### src/rtl/ptp_tx_filter_map.vh
/*
 * register offsets, field positions and reset values of the transmit
 * ptp filter / modify block. assumes byte addressing on a 32-bit apb.
 */
`ifndef PTP_TX_FILTER_MAP_VH
`define PTP_TX_FILTER_MAP_VH

// ****************************************
// offsets
// ****************************************
`define OFS_PARSE_EN 12'h158
`define OFS_FILTER_CFG 12'h15c
`define OFS_MODIFY_CTL 12'h164
`define OFS_BANK_PORT_SEL 12'h000

// ****************************************
// fields
// ****************************************
`define F_IP_DEST_CHK 4
`define F_MAC_DEST_CHK 3
`define F_L2_DET 2
`define F_UDP6_DET 1
`define F_UDP4_DET 0
`define F_DOMAIN_HI 31
`define F_DOMAIN_LO 24
`define F_DOMAIN_EN 23
`define F_ALT_MASTER_EN 22
`define F_UDP_SUM_OFF 21
`define F_FCS_OFF 20
`define F_VERSION_HI 19
`define F_VERSION_LO 16
`define F_CLR_QUAD 31
`define F_SUPP_CF 30
`define F_TA_INSERT 29
`define F_SYNC_INSERT 28
`define F_QUAD_OFS_HI 27
`define F_QUAD_OFS_LO 22
`define F_SEC_OFS_HI 21
`define F_SEC_OFS_LO 16
`define F_BANK_HI 2
`define F_BANK_LO 0
`define F_PORT_HI 5
`define F_PORT_LO 4

// ****************************************
// reset values and bank
// ****************************************
`define RST_PARSE_EN 32'h0000001f
`define RST_FILTER_CFG 32'h00020000
`define RST_MODIFY_CTL 32'h0405000f
`define RST_QUAD_OFS 6'h10
`define RST_SEC_OFS 6'h05
`define PORT_BANK 3'h2
`define NUM_PORTS 3

`endif

### src/rtl/ptp_tx_timestamp_filter_modify.v
/*
 * per-port transmit ptp classifier and modifier with banked apb registers.
 * assumes the egress parser supplies per-frame header fields and check
 * results on frame_done, all in the ref_clk domain.
 */
// The implementer's own choice: the APB interface to the registers.
`timescale 1ns/1ps
`include "ptp_tx_filter_map.vh"

// What this block does
// - with ip check set, ipv4/ipv6 destination address must be enabled
// - with mac check set, destination mac must be in enabled set
// - layer 2 ptp detected only while l2 detect enable set
// - udp over ipv6 ptp detected only while ipv6 enable set
// - udp over ipv4 ptp detected only while ipv4 enable set
// - domain match enabled requires domainNumber equal to programmed domain
// - alternate master check requires alternateMasterFlag zero
// - bad udp checksum drops egress time unless check disabled
// - bad fcs drops egress time unless check disabled
// - version must equal field; zero accepts any version
// - timestamp only message types enabled in the stamp mask
// - clear four reserved bytes of modified frames when enabled
// - suppress egress time of frames with edited correction field
// - insert turnaround time into host pdelay_resp correction field
// - insert egress time into host sync originTimestamp
// - reserved quad located at programmed header offset
// - ingress seconds read from programmed header offset
// - correction field edited for types in edit mask and for turnaround inserts
// - bank and port select steer register accesses to port copies
module ptp_tx_timestamp_filter_modify (
    input wire ref_clk,
    input wire rst,
    input wire psel,
    input wire penable,
    input wire pwrite,
    input wire [11:0] paddr,
    input wire [31:0] pwdata,
    output reg [31:0] prdata,
    output reg pready,
    output reg pslverr,
    input wire timestamp_enable,
    input wire [1:0] frame_port,
    input wire frame_done,
    input wire [1:0] frame_format,
    input wire mac_dest_ok,
    input wire ip_dest_ok,
    input wire [3:0] msg_type,
    input wire [3:0] msg_version,
    input wire [7:0] msg_domain,
    input wire alt_master_flag,
    input wire udp_sum_ok,
    input wire fcs_ok,
    input wire from_host,
    output reg save_egress_time,
    output reg is_ptp,
    output reg cf_edit,
    output reg turnaround_insert,
    output reg sync_origin_insert,
    output reg clear_quad_reserved,
    output reg [5:0] quad_reserved_offset,
    output reg [5:0] ingress_sec_offset,
    output reg [1:0] result_port,
    output reg config_write_while_on
);

// frame_format: 0 none, 1 layer 2, 2 udp/ipv4, 3 udp/ipv6
localparam [1:0] FMT_L2 = 2'h1;
localparam [1:0] FMT_UDP4 = 2'h2;
localparam [1:0] FMT_UDP6 = 2'h3;

// ****************************************
// registers
// ****************************************
reg [31:0] parse_en_q [0:`NUM_PORTS-1];
reg [31:0] filter_cfg_q [0:`NUM_PORTS-1];
reg [31:0] modify_ctl_q [0:`NUM_PORTS-1];
reg [2:0] bank_sel_q;
reg [1:0] port_sel_q;
integer i;

wire setup = psel && !penable;
wire access = psel && penable;
wire port_ok = ({1'b0, port_sel_q} < 3'h3) && (bank_sel_q == `PORT_BANK);
wire hit_parse = (paddr == `OFS_PARSE_EN);
wire hit_filt = (paddr == `OFS_FILTER_CFG);
wire hit_mod = (paddr == `OFS_MODIFY_CTL);
wire hit_sel = (paddr == `OFS_BANK_PORT_SEL);
wire hit_cfg = (hit_parse || hit_filt || hit_mod) && port_ok;

// ****************************************
// apb answer
// ****************************************
// read word picked in the setup cycle, so it stands in the access cycle
reg [31:0] rd_word;

always @* begin
    rd_word = 32'h0;
    if (hit_sel) begin
        rd_word = {26'h0, port_sel_q, 1'b0, bank_sel_q};
    end else if (hit_parse && port_ok) begin
        rd_word = {27'h0, parse_en_q[port_sel_q][4:0]};
    end else if (hit_filt && port_ok) begin
        rd_word = filter_cfg_q[port_sel_q];
    end else if (hit_mod && port_ok) begin
        rd_word = modify_ctl_q[port_sel_q];
    end else begin
        rd_word = 32'h0;
    end
end

// one wait-free answer: ready in the access phase
always @(posedge ref_clk) begin
    if (rst) begin
        pready <= 1'b0;
    end else begin
        pready <= setup;
    end
end

// unmapped address or bad bank/port: error, write dropped, read zero
always @(posedge ref_clk) begin
    if (rst) begin
        pslverr <= 1'b0;
    end else begin
        pslverr <= setup && !(hit_cfg || hit_sel);
    end
end

// read data stands only in the access cycle
always @(posedge ref_clk) begin
    if (rst) begin
        prdata <= 32'h0;
    end else if (setup) begin
        prdata <= rd_word;
    end else begin
        prdata <= 32'h0;
    end
end

// writes land at the access edge where pready is seen high
wire wr = access && pready && pwrite;
// the select word itself needs no valid bank
wire wr_sel = wr && hit_sel;
wire wr_parse = wr && hit_parse && port_ok;
wire wr_filt = wr && hit_filt && port_ok;
wire wr_mod = wr && hit_mod && port_ok;
integer j;
integer k;

// ****************************************
// bank and port select
// ****************************************
always @(posedge ref_clk) begin
    if (rst) begin
        bank_sel_q <= 3'h0;
        port_sel_q <= 2'h0;
    end else if (wr_sel) begin
        bank_sel_q <= pwdata[`F_BANK_HI:`F_BANK_LO];
        port_sel_q <= pwdata[`F_PORT_HI:`F_PORT_LO];
    end
end

// writes are still honoured; the flag only reports misuse
always @(posedge ref_clk) begin
    if (rst) begin
        config_write_while_on <= 1'b0;
    end else begin
        config_write_while_on <= wr && hit_cfg && timestamp_enable;
    end
end

// ****************************************
// per-port configuration copies
// ****************************************
// only bits 4:0 of the parse word exist; the rest read as zero
always @(posedge ref_clk) begin
    if (rst) begin
        for (i = 0; i < `NUM_PORTS; i = i + 1) begin
            parse_en_q[i] <= `RST_PARSE_EN;
        end
    end else if (wr_parse) begin
        parse_en_q[port_sel_q] <= {27'h0, pwdata[4:0]};
    end
end

// domain, flags, version and stamp mask
always @(posedge ref_clk) begin
    if (rst) begin
        for (j = 0; j < `NUM_PORTS; j = j + 1) begin
            filter_cfg_q[j] <= `RST_FILTER_CFG;
        end
    end else if (wr_filt) begin
        filter_cfg_q[port_sel_q] <= pwdata;
    end
end

// edit enables, offsets and correction mask
always @(posedge ref_clk) begin
    if (rst) begin
        for (k = 0; k < `NUM_PORTS; k = k + 1) begin
            modify_ctl_q[k] <= `RST_MODIFY_CTL;
        end
    end else if (wr_mod) begin
        modify_ctl_q[port_sel_q] <= pwdata;
    end
end

// ****************************************
// classification
// ****************************************
// frame_port 3 has no register copy; it falls back to port 0
wire [1:0] fp = (frame_port < 2'h3) ? frame_port : 2'h0;
wire [31:0] pe = parse_en_q[fp];
wire [31:0] fc = filter_cfg_q[fp];
wire [31:0] mc = modify_ctl_q[fp];

reg fmt_ok;
reg is_ip;

// format detection and the ip-only checks
always @* begin
    fmt_ok = 1'b0;
    is_ip = 1'b0;
    case (frame_format)
        FMT_L2: begin
            fmt_ok = pe[`F_L2_DET];
            is_ip = 1'b0;
        end
        FMT_UDP4: begin
            fmt_ok = pe[`F_UDP4_DET];
            is_ip = 1'b1;
        end
        FMT_UDP6: begin
            fmt_ok = pe[`F_UDP6_DET];
            is_ip = 1'b1;
        end
        default: begin
            // format 0 is not ptp at all
            fmt_ok = 1'b0;
            is_ip = 1'b0;
        end
    endcase
end
wire ip_ok = !is_ip || !pe[`F_IP_DEST_CHK] || ip_dest_ok;
wire mac_ok = !pe[`F_MAC_DEST_CHK] || mac_dest_ok;
wire ptp = fmt_ok && ip_ok && mac_ok;

reg dom_ok;
reg alt_ok;
reg sum_ok;
reg crc_ok;
reg ver_ok;
wire [3:0] ver_f = fc[`F_VERSION_HI:`F_VERSION_LO];

// per-message checks; each passes when its check is switched off
always @* begin
    dom_ok = 1'b1;
    alt_ok = 1'b1;
    sum_ok = 1'b1;
    crc_ok = 1'b1;
    ver_ok = 1'b1;
    if (fc[`F_DOMAIN_EN]) begin
        dom_ok = (msg_domain == fc[`F_DOMAIN_HI:`F_DOMAIN_LO]);
    end
    if (fc[`F_ALT_MASTER_EN]) begin
        alt_ok = !alt_master_flag;
    end
    // layer 2 frames carry no udp checksum
    if (is_ip && !fc[`F_UDP_SUM_OFF]) begin
        sum_ok = udp_sum_ok;
    end
    if (!fc[`F_FCS_OFF]) begin
        crc_ok = fcs_ok;
    end
    // a version field of zero accepts any version
    if (ver_f != 4'h0) begin
        ver_ok = (msg_version == ver_f);
    end
end

wire type_stamp = fc[msg_type];
wire type_edit = mc[msg_type];

// pdelay_resp is type 3, sync type 0
wire ta = ptp && from_host && mc[`F_TA_INSERT] && (msg_type == 4'h3);
wire sy = ptp && from_host && mc[`F_SYNC_INSERT] && (msg_type == 4'h0);
wire cfe = ptp && (type_edit || ta);
wire modified = cfe || sy;
wire supp = cfe && mc[`F_SUPP_CF];

// ****************************************
// per-frame result, one cycle after frame_done
// ****************************************
// the six flag results are one-cycle pulses, low when no frame ends
always @(posedge ref_clk) begin
    if (rst) begin
        save_egress_time <= 1'b0;
    end else begin
        save_egress_time <= frame_done && ptp && dom_ok && alt_ok && sum_ok
            && crc_ok && ver_ok && type_stamp && !supp;
    end
end

always @(posedge ref_clk) begin
    if (rst) begin
        is_ptp <= 1'b0;
    end else begin
        is_ptp <= frame_done && ptp;
    end
end

// correction edits include the turnaround insert
always @(posedge ref_clk) begin
    if (rst) begin
        cf_edit <= 1'b0;
    end else begin
        cf_edit <= frame_done && cfe;
    end
end

// host pdelay_resp only
always @(posedge ref_clk) begin
    if (rst) begin
        turnaround_insert <= 1'b0;
    end else begin
        turnaround_insert <= frame_done && ta;
    end
end

// host sync only
always @(posedge ref_clk) begin
    if (rst) begin
        sync_origin_insert <= 1'b0;
    end else begin
        sync_origin_insert <= frame_done && sy;
    end
end

// any modified frame, cf edit or sync insert
always @(posedge ref_clk) begin
    if (rst) begin
        clear_quad_reserved <= 1'b0;
    end else begin
        clear_quad_reserved <= frame_done && modified && mc[`F_CLR_QUAD];
    end
end

// offsets and port are levels: they hold until the next frame
always @(posedge ref_clk) begin
    if (rst) begin
        quad_reserved_offset <= `RST_QUAD_OFS;
    end else if (frame_done) begin
        quad_reserved_offset <= mc[`F_QUAD_OFS_HI:`F_QUAD_OFS_LO];
    end
end

always @(posedge ref_clk) begin
    if (rst) begin
        ingress_sec_offset <= `RST_SEC_OFS;
    end else if (frame_done) begin
        ingress_sec_offset <= mc[`F_SEC_OFS_HI:`F_SEC_OFS_LO];
    end
end

always @(posedge ref_clk) begin
    if (rst) begin
        result_port <= 2'h0;
    end else if (frame_done) begin
        result_port <= fp;
    end
end

endmodule

### config.mk
export PLATFORM = sky130hd
export DESIGN_NAME = ptp_tx_timestamp_filter_modify
export DESIGN_NICKNAME = d
export VERILOG_FILES = /design/src/rtl/ptp_tx_timestamp_filter_modify.v
export VERILOG_INCLUDE_DIRS = /design/src /design/src/rtl
export SDC_FILE = /design/constraint.sdc
export NUM_CORES = 1
export LEC_CHECK = 0
export BUFFER_PORTS_ARGS = -buffer_cell sky130_fd_sc_hd__buf_4
export CORE_ASPECT_RATIO = 0.6
export CORE_MARGIN = 4
export CORE_UTILIZATION = 45
export CTS_BUF_LIST = sky130_fd_sc_hd__clkbuf_16
export DETAILED_ROUTE_END_ITERATION = 8
export GPL_ROUTABILITY_DRIVEN = 0
export SYNTH_ARGS = -nofsm -noshare
export SYNTH_HDL_FRONTEND = slang
export SYNTH_SLANG_ARGS = --single-unit
### constraint.sdc
create_clock -name ref_clk -period 3.45 [get_ports ref_clk]
set_input_delay 0.1725 -clock ref_clk [delete_from_list [all_inputs] [get_ports ref_clk]]
set_output_delay 0.1725 -clock ref_clk [all_outputs]
set_load 0.1 [all_outputs]
Word level (Yosys, flattened, before mapping)
Memories as Yosys holds them, arrays and structs flattened. A register that Yosys moved wholly into a read port is not among the register bits.
Cells that the tools add are included.

storage, ports and cells
  flip-flop bits (word level) = 60
  RAM bits = 207
  input port bits = 77
  output and inout bits = 55
  word-level logic and storage cells = 144
  memories = 3

memory list
  memory        depth  bits a word  read ports  clocked after memory_dff  wr ports  line                                 RTL
  filter_cfg_q  3      32           2           1                         3         ptp_tx_timestamp_filter_modify.v:75  reg [31:0] filter_cfg_q [0:`NUM_PORTS-1];
  modify_ctl_q  3      32           2           1                         3         ptp_tx_timestamp_filter_modify.v:76  reg [31:0] modify_ctl_q [0:`NUM_PORTS-1];
  parse_en_q    3      5            2           1                         3         ptp_tx_timestamp_filter_modify.v:74  reg [31:0] parse_en_q [0:`NUM_PORTS-1];

cells by class
  magnitude comparators = 3
  eq/ne operators = 10
  multiplexer cells = 42
  bitwise logic cells = 1
  reduce and logical (&&, ||, !) cells = 68

operators by type and width
  kind                   count
  $mux W32               4
  $reduce_or A32 Y1      2
  $logic_and A1 B1 Y1    42
  $eq A12 B9 Y1 const B  3
  $mux W1                22
  $mux W2                10
  $logic_not A12 Y1      1
  $mux W6                2
  $bmux W1 S4            2
  $eq A8 B8 Y1           1
  $logic_not A1 Y1       8
  $logic_or A1 B1 Y1     8
  $lt A4 B6 Y1 const B   1
  $mux W5                1
  $reduce_or A5 Y1       1
  $eq A2 B2 Y1 const B   2
  $eq A4 B2 Y1 const B   1
  $eq A4 B4 Y1           1
  $logic_not A4 Y1       1
  $lt A2 B2 Y1 const B   2
  $reduce_bool A4 Y1     1
  $reduce_or A2 Y1       2
  $reduce_or A4 Y1       1
  $eq A3 B2 Y1 const B   1
  4 further kinds        4

Logic depth before layout (Yosys ltp)
  depth after elaboration = 16
  mapped depth = 10

Least setup slack after synthesis
No wires, ideal clock.

  path type = reg-to-reg
  from = register pready
  to = memory filter_cfg_q[0][0] (enable)
  setup time = 0.375 ns
  data arrival time = 2.560 ns
  required time = 3.075 ns
  slack = 0.515 ns
  stages on the path, launching flop included = 7
  buffers on the path = 1
  clock period less this slack = 2.935 ns
  path through = dfxtp_1 -> nand4_1 -> or2_1 -> or3_1 -> clkbuf_1 -> nor2_4 -> or2_2

RTL lines
  what                      line                                  RTL
  start: declaration        ptp_tx_timestamp_filter_modify.v:39   output reg pready,
  start signal: assignment  ptp_tx_timestamp_filter_modify.v:116  pready <= setup;
  end: declaration          ptp_tx_timestamp_filter_modify.v:75

==> results.sh <==
export IMPL_stdcell_count=1870
export IMPL_setup_worst_path_end_class="register"
export IMPL_grt_usage=0.241
export IMPL_cts_buffer_depth=3
export IMPL_synthArstFlopShare=0
export IMPL_max_slew_margin=0.541
export IMPL_cts_sinks=338
export IMPL_first_iter_violations=1136
export IMPL_placed_area_mm2=0.0178
export IMPL_ys_types=77
export IMPL_p_leak_nw=6.91
export IMPL_finalPower_mw=8.90
export IMPL_worstMarginPinSlew_ns=0.688
export IMPL_ff2ff_path_depth=6
export IMPL_powerDensity_mw_per_mm2=465
export IMPL_dp_hpwl_um=31500
export IMPL_status="complete, no violations"
export IMPL_rows=53
export IMPL_yosysSeqAreaShare=0.595
export IMPL_firstDrtPassIters=5
export IMPL_grt_pass1_wl_um=69900
export IMPL_htree_levels=2
export IMPL_start_util=0.456
export IMPL_cts_tree="yes"
export IMPL_synth_area_mm2=0.0160
export IMPL_fin_crit_sh=0.833
export IMPL_area_growth_pct=19.5
export IMPL_finalCriticalPeriod_ns=2.87
export IMPL_synth_edff_count=276
export IMPL_cp_slowest_cell="or3_1"
export IMPL_io_pins=132
export IMPL_vias=10700
export IMPL_clk_latency_ns=0.53
export IMPL_setup_violations_final=0
export IMPL_crit_family="simple AND/OR/NAND/NOR gates"
export IMPL_synth_flop_cell="edfxtp_1"
export IMPL_nNetsFinal=1454
export IMPL_peakVddDrop_uv=324
export IMPL_worst_setup_path_start_kind="register"
export IMPL_drt_wirelength_per_cell_um=24.9
export IMPL_netlist_instances=1149
export IMPL_syn_area_per_cell_um2=13.9
export IMPL_cts_buffers=34
export IMPL_timing_setup_tns_ns=0
export IMPL_cts_setup_buffers=0
export IMPL_rsz0062_at_grt="false"
export IMPL_post_drt_via_cell_ratio=5.74
export IMPL_dp_cells=1775
export IMPL_fin_area_mm2=0.0191
export IMPL_critPathArrivalTime_ns=3.09
export IMPL_post_cts_resized=0
export IMPL_yosysWarnings=0
export IMPL_required_ns=3.67
export IMPL_ys_ff_latch=338
export IMPL_dieArea_mm2=0.0388
export IMPL_antenna_found_initial=3
export IMPL_clk_pin_slew_ns=0.06
export IMPL_grt_pass1_vias=10600
export IMPL_io_buffers=131
export IMPL_hold_class="input pin to register"
export IMPL_final_setup_skew_ns=0.0153
export IMPL_max_stage_delay_ns=0.70
export IMPL_fp_dieH_um=154
export IMPL_ctsRootBufferMaster="clkbuf_16"
export IMPL_critPathBufInv=1
export IMPL_wl_um=46500
export IMPL_die_w_um=252
export IMPL_remaining_drc_errors=0
export IMPL_grt_overflow=0
export IMPL_crit_fanout=20
export IMPL_path_depth=6
export IMPL_cap_violations=0
export IMPL_grt_max_degree=42
export IMPL_crit_type="register to register"
export IMPL_worstHoldPathCells=3
export IMPL_drv_slew=0
export IMPL_drive_gt1_frac=0.237
export IMPL_fmax_mhz=348
export IMPL_antenna_left=0
export IMPL_path_cells="a2111oi_4, nand4_2, or3_1, nor2_4, or2_2, buf_12"
export IMPL_core_area_mm2=0.0351
export IMPL_fill_cells=2990
export IMPL_hold_viol_final=0
## tightest hold or removal path, stage by stage
cell and delay, ns:
buf_4 0.08, or3b_2 0.21, inv_1 0.05
## layout make-up
| type | count | area, µm² | share of cell area |
|---|---|---|---|
| sequential | 338 | 9540 | 0.498 |
| multi-input combinational | 787 | 6310 | 0.330 |
| timing repair buffer | 205 | 1660 | 0.0867 |
| clock buffer | 35 | 876 | 0.0458 |
| tap | 467 | 584 | 0.0305 |
| clock inverter | 25 | 128 | 0.00667 |
| inverter | 11 | 41.3 | 0.00216 |
| antenna | 2 | 5.00 | 0.000262 |
## path summary, 6_finish.rpt
check | start | to | slack (ns)
worst max register to register | port_sel_q[0]$_SDFFE_PP0P_ | filter_cfg_q[0][7]$_SDFFCE_PN0P_ | 0.58
worst min-delay path | penable | pready$_SDFF_PP0_ | 0.05
worst min register to register | ingress_sec_offset[5]$_SDFFE_PP0P_ | ingress_sec_offset[5]$_SDFFE_PP0P_ | 0.49
worst max-delay path | port_sel_q[0]$_SDFFE_PP0P_ | filter_cfg_q[0][7]$_SDFFCE_PN0P_ | 0.58
## cell usage after synthesis (20+ instances only)
master	instances	share of area
edfxtp_1	276	0.52
and2_1	170	0.066
mux4_2	84	0.12
dfxtp_1	62	0.078
nor2_1	58	0.014
mux2i_1	55	0.034
nand2_1	52	0.012
a21oi_1	40	0.013
clkbuf_1	31	0.0073
buf_2	29	0.0091
a22oi_1	26	0.012
or3_1	26	0.010
nor2b_1	20	0.0078
## report_power, final
group / leakage, nW / internal, mW / switching (mW)
registers: 3.17 / 4.59 / 0.0941
clock network: 0.532 / 1.91 / 1.55
logic: 3.21 / 0.289 / 0.477
## kinds of logic (layout without fill, tap and decap cells)
| group | count (synthesis) | in the layout | share of synthesized area |
|---|---|---|---|
| buffers and inverters | 92 | 276 | 0.0276 |
| AND/OR/NAND/NOR | 411 | 411 | 0.147 |
| flip-flops | 338 | 338 | 0.595 |
| other | 1 | 71 | 0.000234 |
| XOR/XNOR | 12 | 12 | 0.00657 |
| multiplexers | 145 | 145 | 0.157 |
| AO/OA/AOI/OAI | 150 | 150 | 0.0667 |
## registers in the layout, summed over array words and instances (netlist names), 2 cells and up, named ones only
signal,count
filter_cfg_q,128
modify_ctl_q,128
prdata,32
parse_en_q,20
ingress_sec_offset,6
quad_reserved_offset,6
bank_sel_q,3
port_sel_q,2
result_port,2
## per-layer routing
layer	track usage	share of wire	up-vias
met5	0	0.00028	-
li1	-	-	4757
met2	0.357	0.43	472
met1	0.370	0.46	5437
met4	0.0562	0.022	2
met3	0.0485	0.088	75
## placed cells by master, fill, tap and decap left out, types with 4 or more instances in the layout
master,Yosys,routed
or3_1,26,26
a31oi_1,4,4
mux2i_1,55,55
xnor2_1,8,8
or2_1,6,6
o21ai_0,10,10
o211ai_1,4,4
a211oi_1,18,18
nand2b_1,16,16
nor2b_1,20,20
nor2_1,58,58
clkbuf_16,0,35
mux2_2,6,6
xor2_1,4,4
a311o_1,4,4
conb_1,1,69
mux4_2,84,84
nand3_1,6,6
edfxtp_1,276,276
or2_2,9,9
dfxtp_1,62,60
a22oi_1,26,26
o22ai_1,8,8
clkinv_1,1,11
buf_4,12,169
a21oi_1,40,40
o221ai_1,6,6
nand4_1,4,4
dlygate4sd3_1,0,33
nor3_1,10,10
inv_1,9,20
nor4_1,5,5
nand2_1,52,52
and2_1,170,170
## stage by stage
| step | worst slack, ns | utilization | hold slack, ns |
|---|---|---|---|
| global placement | 0.724 | 0.507 | 0.410 |
| global route | 0.488 | 0.545 | 0.0526 |
| finish | 0.576 | 0.545 | 0.0492 |
| detailed placement | 0.633 | 0.507 | 0.412 |
| CTS | 0.608 | 0.545 | 0.0333 |
| floorplan | 0.515 | - | 0.271 |
## timing repair
action                                 CTS  global route
setup endpoints to repair                0             0
hold buffers                            33             0
endpoints found under the hold margin  188             0
Power figures use the tool's default switching activity.
